==> config.mk <==
export PLATFORM = sky130hd
export DESIGN_NAME = sbcra_spi_regs
export DESIGN_NICKNAME = d
export VERILOG_FILES = /design/src/common/sbcra_pkg.sv /design/src/core/sbcra_spi_regs.sv
export VERILOG_INCLUDE_DIRS = /design/src /design/src/common
export SDC_FILE = /design/constraint.sdc
export NUM_CORES = 2
export LEC_CHECK = 0
export BUFFER_PORTS_ARGS = -buffer_cell sky130_fd_sc_hd__buf_2
export CAP_MARGIN = 20
export CORE_MARGIN = 1.5
export CORE_UTILIZATION = 50
export DETAILED_ROUTE_END_ITERATION = 12
export GPL_TIMING_DRIVEN = 0
export HOLD_SLACK_MARGIN = 0.06
export PLACE_DENSITY = 0.72
export SLEW_MARGIN = 40
export SYNTH_ARGS = -nofsm -noshare
export SYNTH_HDL_FRONTEND = slang
export SYNTH_SLANG_ARGS = --single-unit
==> constraint.sdc <==
create_clock -name aclk -period 7.1 [get_ports aclk]
set_clock_uncertainty 0.1 [all_clocks]
set_input_delay 1.42 -clock aclk [delete_from_list [all_inputs] [get_ports aclk]]
set_output_delay 1.42 -clock aclk [all_outputs]
set_load 0.01 [all_outputs]
==> src/common/sbcra_regs.svh <==
// addresses, fields and reset values of the spi register access block
`ifndef SBCRA_REGS_SVH
`define SBCRA_REGS_SVH
// spi address map
`define SBCRA_CTRL_LAST 7'h1e
`define SBCRA_STAT_LAST 7'h7e
`define SBCRA_WK_LVL 7'h48
`define SBCRA_FAM_ID 7'h7e
`define SBCRA_SWK_FIRST 7'h58
`define SBCRA_SWK_LAST 7'h5d
// control register indices
`define SBCRA_MS_CTRL 5'h00
`define SBCRA_BUS_CTRL 5'h04
`define SBCRA_HS_CTRL 5'h14
// status register indices shown in the status information field
`define SBCRA_SI_SUP2 6'h00
`define SBCRA_SI_SUP1 6'h01
`define SBCRA_SI_THERM 6'h02
`define SBCRA_SI_DEV 6'h03
`define SBCRA_SI_BUS 6'h04
`define SBCRA_SI_WK1 6'h06
`define SBCRA_SI_WK2 6'h07
`define SBCRA_SI_HS_OC 6'h14
`define SBCRA_SI_HS_OL 6'h15
// transceiver field codes
`define SBCRA_CAN_OFF 3'h0
`define SBCRA_CAN_WAKE 3'h1
`define SBCRA_LIN_OFF 2'h0
`define SBCRA_LIN_WAKE 2'h1
// frame length in clocks
`define SBCRA_FRAME_BITS 5'h10
// axi4-lite map
`define SBCRA_AXI_IRQ_STAT 8'h00
`define SBCRA_AXI_IRQ_EN 8'h04
`define SBCRA_AXI_IRQ_CLR 8'h08
`define SBCRA_AXI_CONFIG 8'h0c
`define SBCRA_AXI_STATE 8'h10
`define SBCRA_RESP_OKAY 2'h0
`define SBCRA_RESP_SLVERR 2'h2
`define SBCRA_CTRL_RST 8'h00
`endif

==> src/common/sbcra_pkg.sv <==
// types of the spi register access block
package sbcra_pkg;
    typedef enum logic [1:0] {
        SBCRA_NORMAL = 2'h0,
        SBCRA_STOP = 2'h1,
        SBCRA_SLEEP = 2'h3,
        SBCRA_RESTART = 2'h2
    } sbcra_mode_t;

    typedef struct packed {
        logic [31:0][7:0] ctrl;
        logic [63:0][7:0] stat;
        logic [2:0] sclk_s;
        logic [2:0] csn_s;
        logic [1:0] mosi_s;
        logic [2:0] wk_s1;
        logic [2:0] wk_s2;
        logic [15:0] rx;
        logic [15:0] tx;
        logic [4:0] cnt;
        logic miso;
        logic miso_oe;
        logic err;
        sbcra_mode_t mode_prev;
        logic [2:0] irq_stat;
        logic [2:0] irq_en;
        logic irq;
        logic standalone;
        logic fail_n;
        logic awready;
        logic wready;
        logic aw_have;
        logic w_have;
        logic [7:0] awaddr;
        logic [31:0] wdata;
        logic wstrb0;
        logic bvalid;
        logic [1:0] bresp;
        logic arready;
        logic rvalid;
        logic [31:0] rdata;
        logic [1:0] rresp;
    } sbcra_state_t;
endpackage

==> src/core/sbcra_spi_regs.sv <==
// spi register access with mode effects and axi4-lite side registers
`timescale 1ns/1ps
`include "sbcra_regs.svh"
module sbcra_spi_regs import sbcra_pkg::*; #(
    parameter int HS_N = 4,
    parameter logic [7:0] FAMILY_ID = 8'h5a // arbitrary identity value
) (
    input wire logic aclk,
    input wire logic aresetn,
    input wire logic [7:0] s_axi_awaddr,
    input wire logic s_axi_awvalid,
    output logic s_axi_awready,
    input wire logic [31:0] s_axi_wdata,
    input wire logic [3:0] s_axi_wstrb,
    input wire logic s_axi_wvalid,
    output logic s_axi_wready,
    output logic [1:0] s_axi_bresp,
    output logic s_axi_bvalid,
    input wire logic s_axi_bready,
    input wire logic [7:0] s_axi_araddr,
    input wire logic s_axi_arvalid,
    output logic s_axi_arready,
    output logic [31:0] s_axi_rdata,
    output logic [1:0] s_axi_rresp,
    output logic s_axi_rvalid,
    input wire logic s_axi_rready,
    input wire logic spi_sclk,
    input wire logic spi_csn_n,
    input wire logic spi_mosi,
    output logic spi_miso,
    output logic spi_miso_oe,
    input wire logic [2:0] wake_level,
    input wire sbcra_mode_t dev_mode,
    input wire logic [63:0][7:0] status_set,
    input wire logic [HS_N-1:0] hs_fault,
    input wire logic fail_trigger,
    output logic [1:0] mode_request,
    output logic [2:0] can_ctrl,
    output logic [1:0] lin_ctrl,
    output logic [1:0] second_supply_output_ctrl,
    output logic third_supply_output_on,
    output logic [HS_N-1:0] hs_on,
    output logic fail_output_n,
    output logic irq
);
    if (HS_N < 1 || HS_N > 8) begin : g_bad_hs_n
        $error("HS_N must be 1 to 8");
    end

    sbcra_state_t s_reg;
    sbcra_state_t s_next;
    logic cs_low, sclk_rise, sclk_fall, cs_fall, cs_rise, normal, mode_chg;
    logic ex, ex_t, ex_ctrl, ex_stat, ex_prot;
    logic [6:0] ex_a;
    logic [4:0] ex_ci;
    logic [5:0] ex_si;
    logic [7:0] ex_d, sif, rd_now, stat_sel;

    // register read mux for the spi response byte
    function automatic logic [7:0] rd(input logic [6:0] a);
        if (a <= `SBCRA_CTRL_LAST) begin
            return s_reg.ctrl[a[4:0]];
        end else if (a == `SBCRA_WK_LVL) begin
            return {5'h00, s_reg.wk_s2}; // live pin level
        end else if (a == `SBCRA_FAM_ID) begin
            return FAMILY_ID;
        end else if (a[6]) begin
            return s_reg.stat[a[5:0]];
        end
        return 8'h00;
    endfunction

    function automatic logic prot(input logic [6:0] a);
        return a == `SBCRA_WK_LVL || a == `SBCRA_FAM_ID || (a >= `SBCRA_SWK_FIRST && a <= `SBCRA_SWK_LAST);
    endfunction

    // edges found from the second synchroniser stage onward only
    assign cs_low = ~s_reg.csn_s[1];
    assign sclk_rise = cs_low & s_reg.sclk_s[1] & ~s_reg.sclk_s[2];
    assign sclk_fall = cs_low & ~s_reg.sclk_s[1] & s_reg.sclk_s[2];
    assign cs_fall = ~s_reg.csn_s[1] & s_reg.csn_s[2];
    assign cs_rise = s_reg.csn_s[1] & ~s_reg.csn_s[2];
    assign normal = dev_mode == SBCRA_NORMAL;
    assign mode_chg = dev_mode != s_reg.mode_prev;

    // decoded frame, valid at chip select release
    assign ex_a = s_reg.rx[6:0];
    assign ex_t = s_reg.rx[7];
    assign ex_d = s_reg.rx[15:8];
    assign ex_ci = ex_a[4:0];
    assign ex_si = ex_a[5:0];
    assign ex = cs_rise & (s_reg.cnt == `SBCRA_FRAME_BITS) & (dev_mode != SBCRA_RESTART);
    assign ex_ctrl = ex & (ex_a <= `SBCRA_CTRL_LAST);
    assign ex_stat = ex & ex_a[6] & (ex_a <= `SBCRA_STAT_LAST);
    assign ex_prot = prot(ex_a);
    assign rd_now = rd(s_reg.rx[15:9]);
    assign stat_sel = s_reg.stat[ex_si];

    // status information field, first response byte
    assign sif = {|s_reg.stat[`SBCRA_SI_HS_OL], |s_reg.stat[`SBCRA_SI_HS_OC],
                  |s_reg.stat[`SBCRA_SI_SUP2], |(s_reg.stat[`SBCRA_SI_WK1] | s_reg.stat[`SBCRA_SI_WK2]),
                  |s_reg.stat[`SBCRA_SI_BUS], |s_reg.stat[`SBCRA_SI_DEV],
                  |s_reg.stat[`SBCRA_SI_THERM], |s_reg.stat[`SBCRA_SI_SUP1]};

    // next state of the whole block
    always_comb begin
        logic [2:0] clr;
        logic [2:0] evt;
        logic [7:0] w;
        clr = 3'h0;
        evt = 3'h0;
        w = 8'h00;
        s_next = s_reg;
        // two-flop synchronisers for every pin
        s_next.sclk_s = {s_reg.sclk_s[1:0], spi_sclk};
        s_next.csn_s = {s_reg.csn_s[1:0], spi_csn_n};
        s_next.mosi_s = {s_reg.mosi_s[0], spi_mosi};
        s_next.wk_s1 = wake_level;
        s_next.wk_s2 = s_reg.wk_s1;
        // frame start: error flag shown before the first clock
        if (cs_fall) begin
            s_next.cnt = 5'h00;
            s_next.miso = s_reg.err;
            s_next.err = 1'b0;
            s_next.miso_oe = 1'b1;
            s_next.tx = {8'h00, sif};
        end
        // shift out on rising, sample on falling, lsb first
        if (sclk_rise) begin
            s_next.miso = s_reg.tx[0];
            s_next.tx = {1'b0, s_reg.tx[15:1]};
        end
        if (sclk_fall) begin
            s_next.rx = {s_reg.mosi_s[1], s_reg.rx[15:1]};
            if (s_reg.cnt != 5'h1f) begin
                s_next.cnt = s_reg.cnt + 5'h01;
            end
            // old content only; the write lands at frame end
            if (s_reg.cnt == 5'h07) begin
                s_next.tx[7:0] = rd_now;
            end
        end
        // a frame of wrong length is dropped and flagged
        if (cs_rise) begin
            s_next.miso_oe = 1'b0;
            if (s_reg.cnt != 5'h00 && s_reg.cnt != `SBCRA_FRAME_BITS) begin
                s_next.err = 1'b1;
                evt[1] = 1'b1;
            end
        end
        // control write, no check of failure flags
        if (ex_ctrl && ex_t) begin
            w = ex_d;
            if (!normal && ex_ci == `SBCRA_MS_CTRL) begin
                w[5:3] = s_reg.ctrl[`SBCRA_MS_CTRL][5:3];
            end
            if (!normal && ex_ci == `SBCRA_HS_CTRL) begin
                w = s_reg.ctrl[`SBCRA_HS_CTRL];
            end
            s_next.ctrl[ex_ci] = w;
        end
        // read and clear of a status byte
        if (ex_stat && ex_t && !ex_prot) begin
            s_next.stat[ex_si] = 8'h00;
        end
        evt[0] = ex;
        // mode change effects run after the host write so they win
        if (mode_chg) begin
            evt[2] = 1'b1;
            s_next.mode_prev = dev_mode;
            s_next.ctrl[`SBCRA_MS_CTRL][7:6] = dev_mode;
            unique case (dev_mode)
                SBCRA_SLEEP: begin
                    // active transceivers are parked wake-capable
                    if (s_next.ctrl[`SBCRA_BUS_CTRL][2:0] != `SBCRA_CAN_OFF &&
                        s_next.ctrl[`SBCRA_BUS_CTRL][2:0] != `SBCRA_CAN_WAKE) begin
                        s_next.ctrl[`SBCRA_BUS_CTRL][2:0] = `SBCRA_CAN_WAKE;
                    end
                    if (s_next.ctrl[`SBCRA_BUS_CTRL][4:3] != `SBCRA_LIN_OFF &&
                        s_next.ctrl[`SBCRA_BUS_CTRL][4:3] != `SBCRA_LIN_WAKE) begin
                        s_next.ctrl[`SBCRA_BUS_CTRL][4:3] = `SBCRA_LIN_WAKE;
                    end
                end
                SBCRA_RESTART: begin
                    // bus fields untouched: prior setting decides the state
                    s_next.ctrl[`SBCRA_HS_CTRL] = `SBCRA_CTRL_RST;
                    if (s_reg.standalone) begin
                        s_next.ctrl[`SBCRA_MS_CTRL][4:3] = 2'h0;
                    end
                end
                SBCRA_NORMAL, SBCRA_STOP: begin
                    // stop keeps bus fields, outputs stay on
                    // nothing rewritten here on purpose
                end
            endcase
        end
        // diagnosis stays live in every mode; a fault only turns off
        for (int i = 0; i < HS_N; i++) begin
            if (hs_fault[i]) begin
                s_next.ctrl[`SBCRA_HS_CTRL][i] = 1'b0;
            end
        end
        // sticky status sets win over a clear in the same cycle
        for (int i = 0; i < 64; i++) begin
            s_next.stat[i] = s_next.stat[i] | status_set[i];
        end
        s_next.stat[`SBCRA_SI_HS_OC][HS_N-1:0] = s_next.stat[`SBCRA_SI_HS_OC][HS_N-1:0] | hs_fault;
        // axi write channels, taken in either order
        if (s_reg.awready && s_axi_awvalid) begin
            s_next.awready = 1'b0;
            s_next.aw_have = 1'b1;
            s_next.awaddr = s_axi_awaddr;
        end
        if (s_reg.wready && s_axi_wvalid) begin
            s_next.wready = 1'b0;
            s_next.w_have = 1'b1;
            s_next.wdata = s_axi_wdata;
            s_next.wstrb0 = s_axi_wstrb[0];
        end
        if (s_reg.aw_have && s_reg.w_have) begin
            s_next.aw_have = 1'b0;
            s_next.w_have = 1'b0;
            s_next.bvalid = 1'b1;
            s_next.bresp = `SBCRA_RESP_OKAY;
            unique case (s_reg.awaddr)
                `SBCRA_AXI_IRQ_EN: if (s_reg.wstrb0) s_next.irq_en = s_reg.wdata[2:0];
                `SBCRA_AXI_IRQ_CLR: if (s_reg.wstrb0) clr = s_reg.wdata[2:0];
                `SBCRA_AXI_CONFIG: begin
                    if (s_reg.wstrb0) begin
                        s_next.standalone = s_reg.wdata[0];
                        // fail output released only back in normal
                        if (s_reg.wdata[1] && normal) s_next.fail_n = 1'b1;
                    end
                end
                `SBCRA_AXI_IRQ_STAT, `SBCRA_AXI_STATE: s_next.bresp = `SBCRA_RESP_OKAY;
                default: s_next.bresp = `SBCRA_RESP_SLVERR;
            endcase
        end
        if (s_reg.bvalid && s_axi_bready) begin
            s_next.bvalid = 1'b0;
            s_next.awready = 1'b1;
            s_next.wready = 1'b1;
        end
        // axi read, answer one cycle after the address
        if (s_reg.arready && s_axi_arvalid) begin
            s_next.arready = 1'b0;
            s_next.rvalid = 1'b1;
            s_next.rresp = `SBCRA_RESP_OKAY;
            s_next.rdata = 32'h0000_0000;
            unique case (s_axi_araddr)
                `SBCRA_AXI_IRQ_STAT: s_next.rdata[2:0] = s_reg.irq_stat;
                `SBCRA_AXI_IRQ_EN: s_next.rdata[2:0] = s_reg.irq_en;
                `SBCRA_AXI_IRQ_CLR: s_next.rdata[2:0] = 3'h0;
                `SBCRA_AXI_CONFIG: s_next.rdata[0] = s_reg.standalone;
                `SBCRA_AXI_STATE: s_next.rdata[10:0] = {s_reg.mode_prev, s_reg.fail_n, s_reg.ctrl[`SBCRA_HS_CTRL]};
                default: s_next.rresp = `SBCRA_RESP_SLVERR;
            endcase
        end
        if (s_reg.rvalid && s_axi_rready) begin
            s_next.rvalid = 1'b0;
            s_next.arready = 1'b1;
        end
        // a new trigger beats a release in the same cycle
        if (fail_trigger) begin
            s_next.fail_n = 1'b0;
        end
        s_next.irq_stat = (s_reg.irq_stat & ~clr) | evt;
        s_next.irq = |(s_next.irq_stat & s_next.irq_en);
        if (!aresetn) begin
            s_next = '0;
            s_next.csn_s = 3'h7;
            s_next.fail_n = 1'b1;
            s_next.awready = 1'b1;
            s_next.wready = 1'b1;
            s_next.arready = 1'b1;
        end
    end

    // the only state register
    always_ff @(posedge aclk) begin
        s_reg <= s_next;
    end

    // outputs straight from flops
    assign s_axi_awready = s_reg.awready;
    assign s_axi_wready = s_reg.wready;
    assign s_axi_bvalid = s_reg.bvalid;
    assign s_axi_bresp = s_reg.bresp;
    assign s_axi_arready = s_reg.arready;
    assign s_axi_rvalid = s_reg.rvalid;
    assign s_axi_rdata = s_reg.rdata;
    assign s_axi_rresp = s_reg.rresp;
    assign spi_miso = s_reg.miso;
    assign spi_miso_oe = s_reg.miso_oe;
    assign mode_request = s_reg.ctrl[`SBCRA_MS_CTRL][7:6];
    assign third_supply_output_on = s_reg.ctrl[`SBCRA_MS_CTRL][5];
    assign second_supply_output_ctrl = s_reg.ctrl[`SBCRA_MS_CTRL][4:3];
    assign can_ctrl = s_reg.ctrl[`SBCRA_BUS_CTRL][2:0];
    assign lin_ctrl = s_reg.ctrl[`SBCRA_BUS_CTRL][4:3];
    assign hs_on = s_reg.ctrl[`SBCRA_HS_CTRL][HS_N-1:0];
    assign fail_output_n = s_reg.fail_n;
    assign irq = s_reg.irq;
endmodule // sbcra_spi_regs

==> results.tsv <==
stage	metric	value	unit
outcome	status	finished, final reports clean	
yosys	synth.avg_cell_area	9.89	um^2
sta	finalHoldViolCount	0	
power_and_ir_drop	p_leak	17.0	nW
critical_path	crit_slowest_cell	buf_2	
yosys	synth.most_common_cell	nor2_1	
critical_path	cp_data_arrival_time	5.44	ns
yosys	syn_area	36300	um^2
detailed_routing	first_iter_violations	5196	
grt	grt_pass1_wl	212	mm
critical_path	critPathMostFrequentCell	buf_2	
sta	max-slew-margin-rel	0.340	
min_path	min_to	s_reg[144]	
detailed_routing	drc_errors	0	
yosys	synth_top_family_by_area	multiplexers	
min_path	hold_depth	1	
critical_path	crit_cells	9	
sta	rsz0062_at_grt	false	
yosys	synth_top_flop_cell	dfxtp_1	
final_layout	fillCellCount	6202	
critical_path	slowest_delay	0.78	ns
detailed_routing	met3_length	22.2	mm
clock_tree	cts_tree	built	
yosys	synth_commonest_cells	nor2_1, dfxtp_1, a21oi_1, mux4_2, mux2i_1	
sta	fmax	199	MHz
final_layout	syn_to_final_growth	20.1	%
critical_path	r2r_cells	9	
grt	antenna_found_initial	53	
power_and_ir_drop	powerDensity	245	nW/um^2
floorplan	start_util	0.506	
clock_tree	cts_resized	0	
clock_tree	max-clock-path-buffers	3	
yosys	synth_cell_types	77	
detailed_routing	routedWlPerCell	28.3	um
detailed_routing	first_pass_iters	7	
clock_tree	clock_latency	0.66	ns
floorplan	die_x	272	um
yosys	async_flop_share	0	
clock_tree	postCtsSetupBuffers	0	
critical_path	r2r_slack	2.08	ns
yosys	yosys.area_share.adder	0.00104	
detailed_routing	routed.top_layer	met5	
grt	grtUsageTotal	0.397	
final_layout	largest_reg_flops	805	
yosys	synth_area_leaders	dfxtp_1, mux4_2, nor2_1	
detailed_routing	met1_length	55.7	mm
floorplan	io-pin-count	643	
final_layout	finalNonFillerCells	5415	
floorplan	die_height	272	um
critical_path	crit_family	buffers and inverters	
clock_tree	cts.sinks	857	
detailed_routing	vias	34000	
critical_path	startpoint_type	register	
yosys	seq_area_frac_synth	0.473	
floorplan	fp.coreArea	71600	um^2
clock_tree	postCtsHoldBufs	0	
critical_path	cp-end-kind	register	
detailed_routing	drt-total-wl	153	mm
sta	finalCritPeriodShare	0.708	
yosys	syn_inst	3667	
floorplan	std_cell_rows	98	
clock_tree	cts_root_buf	clkbuf_16	
grt	overflow	0	
grt	grt_pass1_vias	31300	
placed_design	portBuffers	584	
sta	worst_slew_pin_slew	0.989	ns
critical_path	cp.required	7.51	ns
yosys	synth-compound-area-share	0.157	
yosys	synth-seq-cells	857	
placed_design	dpl.hpwl	115	mm
critical_path	worst-path-max-fanout	10	
placed_design	place_inst	5224	
yosys	synth_mux_area_frac	0.159	
detailed_routing	vias_per_cell	6.28	
flow_run	drv_cap	0	
critical_path	crit_chain	buf_2 > buf_2 > buf_2 > buf_2 > buf_2 > mux2i_1 > o221ai_1 > o21ai_0 > a31oi_1	
critical_path	r2r-end	s_reg[103]	
clock_tree	h-tree-depth	3	
critical_path	worstSetupStartpoint	ex_d[2]	
detailed_routing	dr_wl_met2	65.0	mm
grt	grt_start_max_net_pins	15	
min_path	worstHoldStart	s_reg[143]	
clock_tree	cts_made_buffers	89	
critical_path	timing.rr.start	ex_d[2]	
yosys	yosysTopAreaCell	dfxtp_1	
yosys	synthXorXnorAreaFrac	0.000483	
sta	layout_min_cycle_time	5.02	ns
yosys	synth_edf_count	0	
yosys	synth-simple-area-share	0.158	
sta	tns	0	ns
yosys	synth.top_cell.area_share	0.473	
sta	finalSetupViolations	0	
floorplan	dieArea	74100	um^2
placed_design	place.gp.congestion	1.02	
critical_path	cp_num_buf_inv	5	
final_layout	nNetsFinal	4952	
clock_tree	path_clk_slew	0.07	ns
min_path	min_path_type	register to register	
critical_path	critPathKind	register to register	
yosys	yosysWarningCount	0	
detailed_routing	antenna_left	0	
power_and_ir_drop	max-vdd-ir-drop	0.198	mV
final_layout	layout-drive-gt1-share	0.290	
sta	slew_viol_final	0	
## final cells by class
class	instances	area [um^2]	area share
clock inverters	22	318	0.00730
clock buffers	136	2600	0.0596
inverters	17	63.8	0.00147
well taps	950	1190	0.0273
repair buffers	585	2940	0.0675
multi-input cells	2502	17400	0.399
diodes	33	82.6	0.00190
flip-flops and latches	857	17200	0.394
plain buffers	313	1830	0.0419
## per-layer routing
metal  GRT usage  vias to the layer above
met1       0.516                    16300
met4       0.235                       28
met2       0.577                     2706
met5           0                        -
met3       0.126                      579
li1            -                    14300
## power by group
part           internal [mW]  switching (mW)
combinational          0.325           0.414
sequential              5.03           0.147
clock                   2.74            2.02
total                   8.10            2.58
## worst max-delay path by stage
stage / end / slack (ns)
6_report: s_reg[103] / 2.08
5_1_grt: s_reg[103] / 2.21
4_1_cts: s_reg[103] / 2.47
3_5_place_dp: s_reg[103] / 2.47
3_3_place_gp: s_reg[103] / 2.46
2_1_floorplan: hs_on[3] / 3.66
## worst reg2reg max path, stage by stage (launching register included)
cell and delay (ns):
dfxtp_1 0.30, buf_2 0.28, buf_2 0.50, buf_2 0.73, buf_2 0.79, buf_2 0.61
mux2i_1 0.62, o221ai_1 0.23, o21ai_0 0.53, a31oi_1 0.19
## logic make-up (layout without fill, tap and decap cells)
logic type / Yosys count / count (layout)
muxes: 354 / 354
AOI/OAI and AO/OA: 836 / 836
DFF: 857 / 857
xor gates and xnor gates: 2 / 2
buffers and inverters: 330 / 1073
adders and majority gates: 3 / 3
and+or+nand+nor: 1284 / 1284
other: 1 / 56
## through the flow
stage / hold slack [ns] / power [mW] / instance area [um^2] / worst slack [ns] / utilization
4_1_cts: 0.316 / 10.6 / 43400 / 2.47 / 0.606
3_3_place_gp: 0.303 / 5.97 / 40500 / 2.46 / 0.565
3_5_place_dp: 0.300 / 5.99 / 40500 / 2.47 / 0.566
5_1_grt: 0.334 / 10.9 / 43500 / 2.21 / 0.608
6_report: 0.312 / 10.7 / 43500 / 2.08 / 0.608
2_1_floorplan: 0.286 / 5.60 / 36300 / 3.66 / -
## placed cells by master, fill, tap and decap left out, drive strengths merged, types with 3 or more instances in the layout
master   instances
nor2           899
dfxtp          857
buf            754
a21oi          516
clkbuf         280
mux4           176
mux2i          168
a211oi         162
nand2          156
nor3            52
nand3           45
o21ai           44
diode           33
a22oi           33
and2            30
conb            23
nor4            22
nand2b          19
inv             19
o221ai          17
nor2b           13
a31oi           12
clkinv          12
mux2            10
a2111oi          9
o22ai            8
nand3b           8
bufinv           6
nand4            6
or4              6
a311oi           6
nor3b            6
or3b             5
a221oi           4
o31ai            4
or2              3
ha               3
and3             3
No activity file was read; power rests on OpenSTA's default activity.
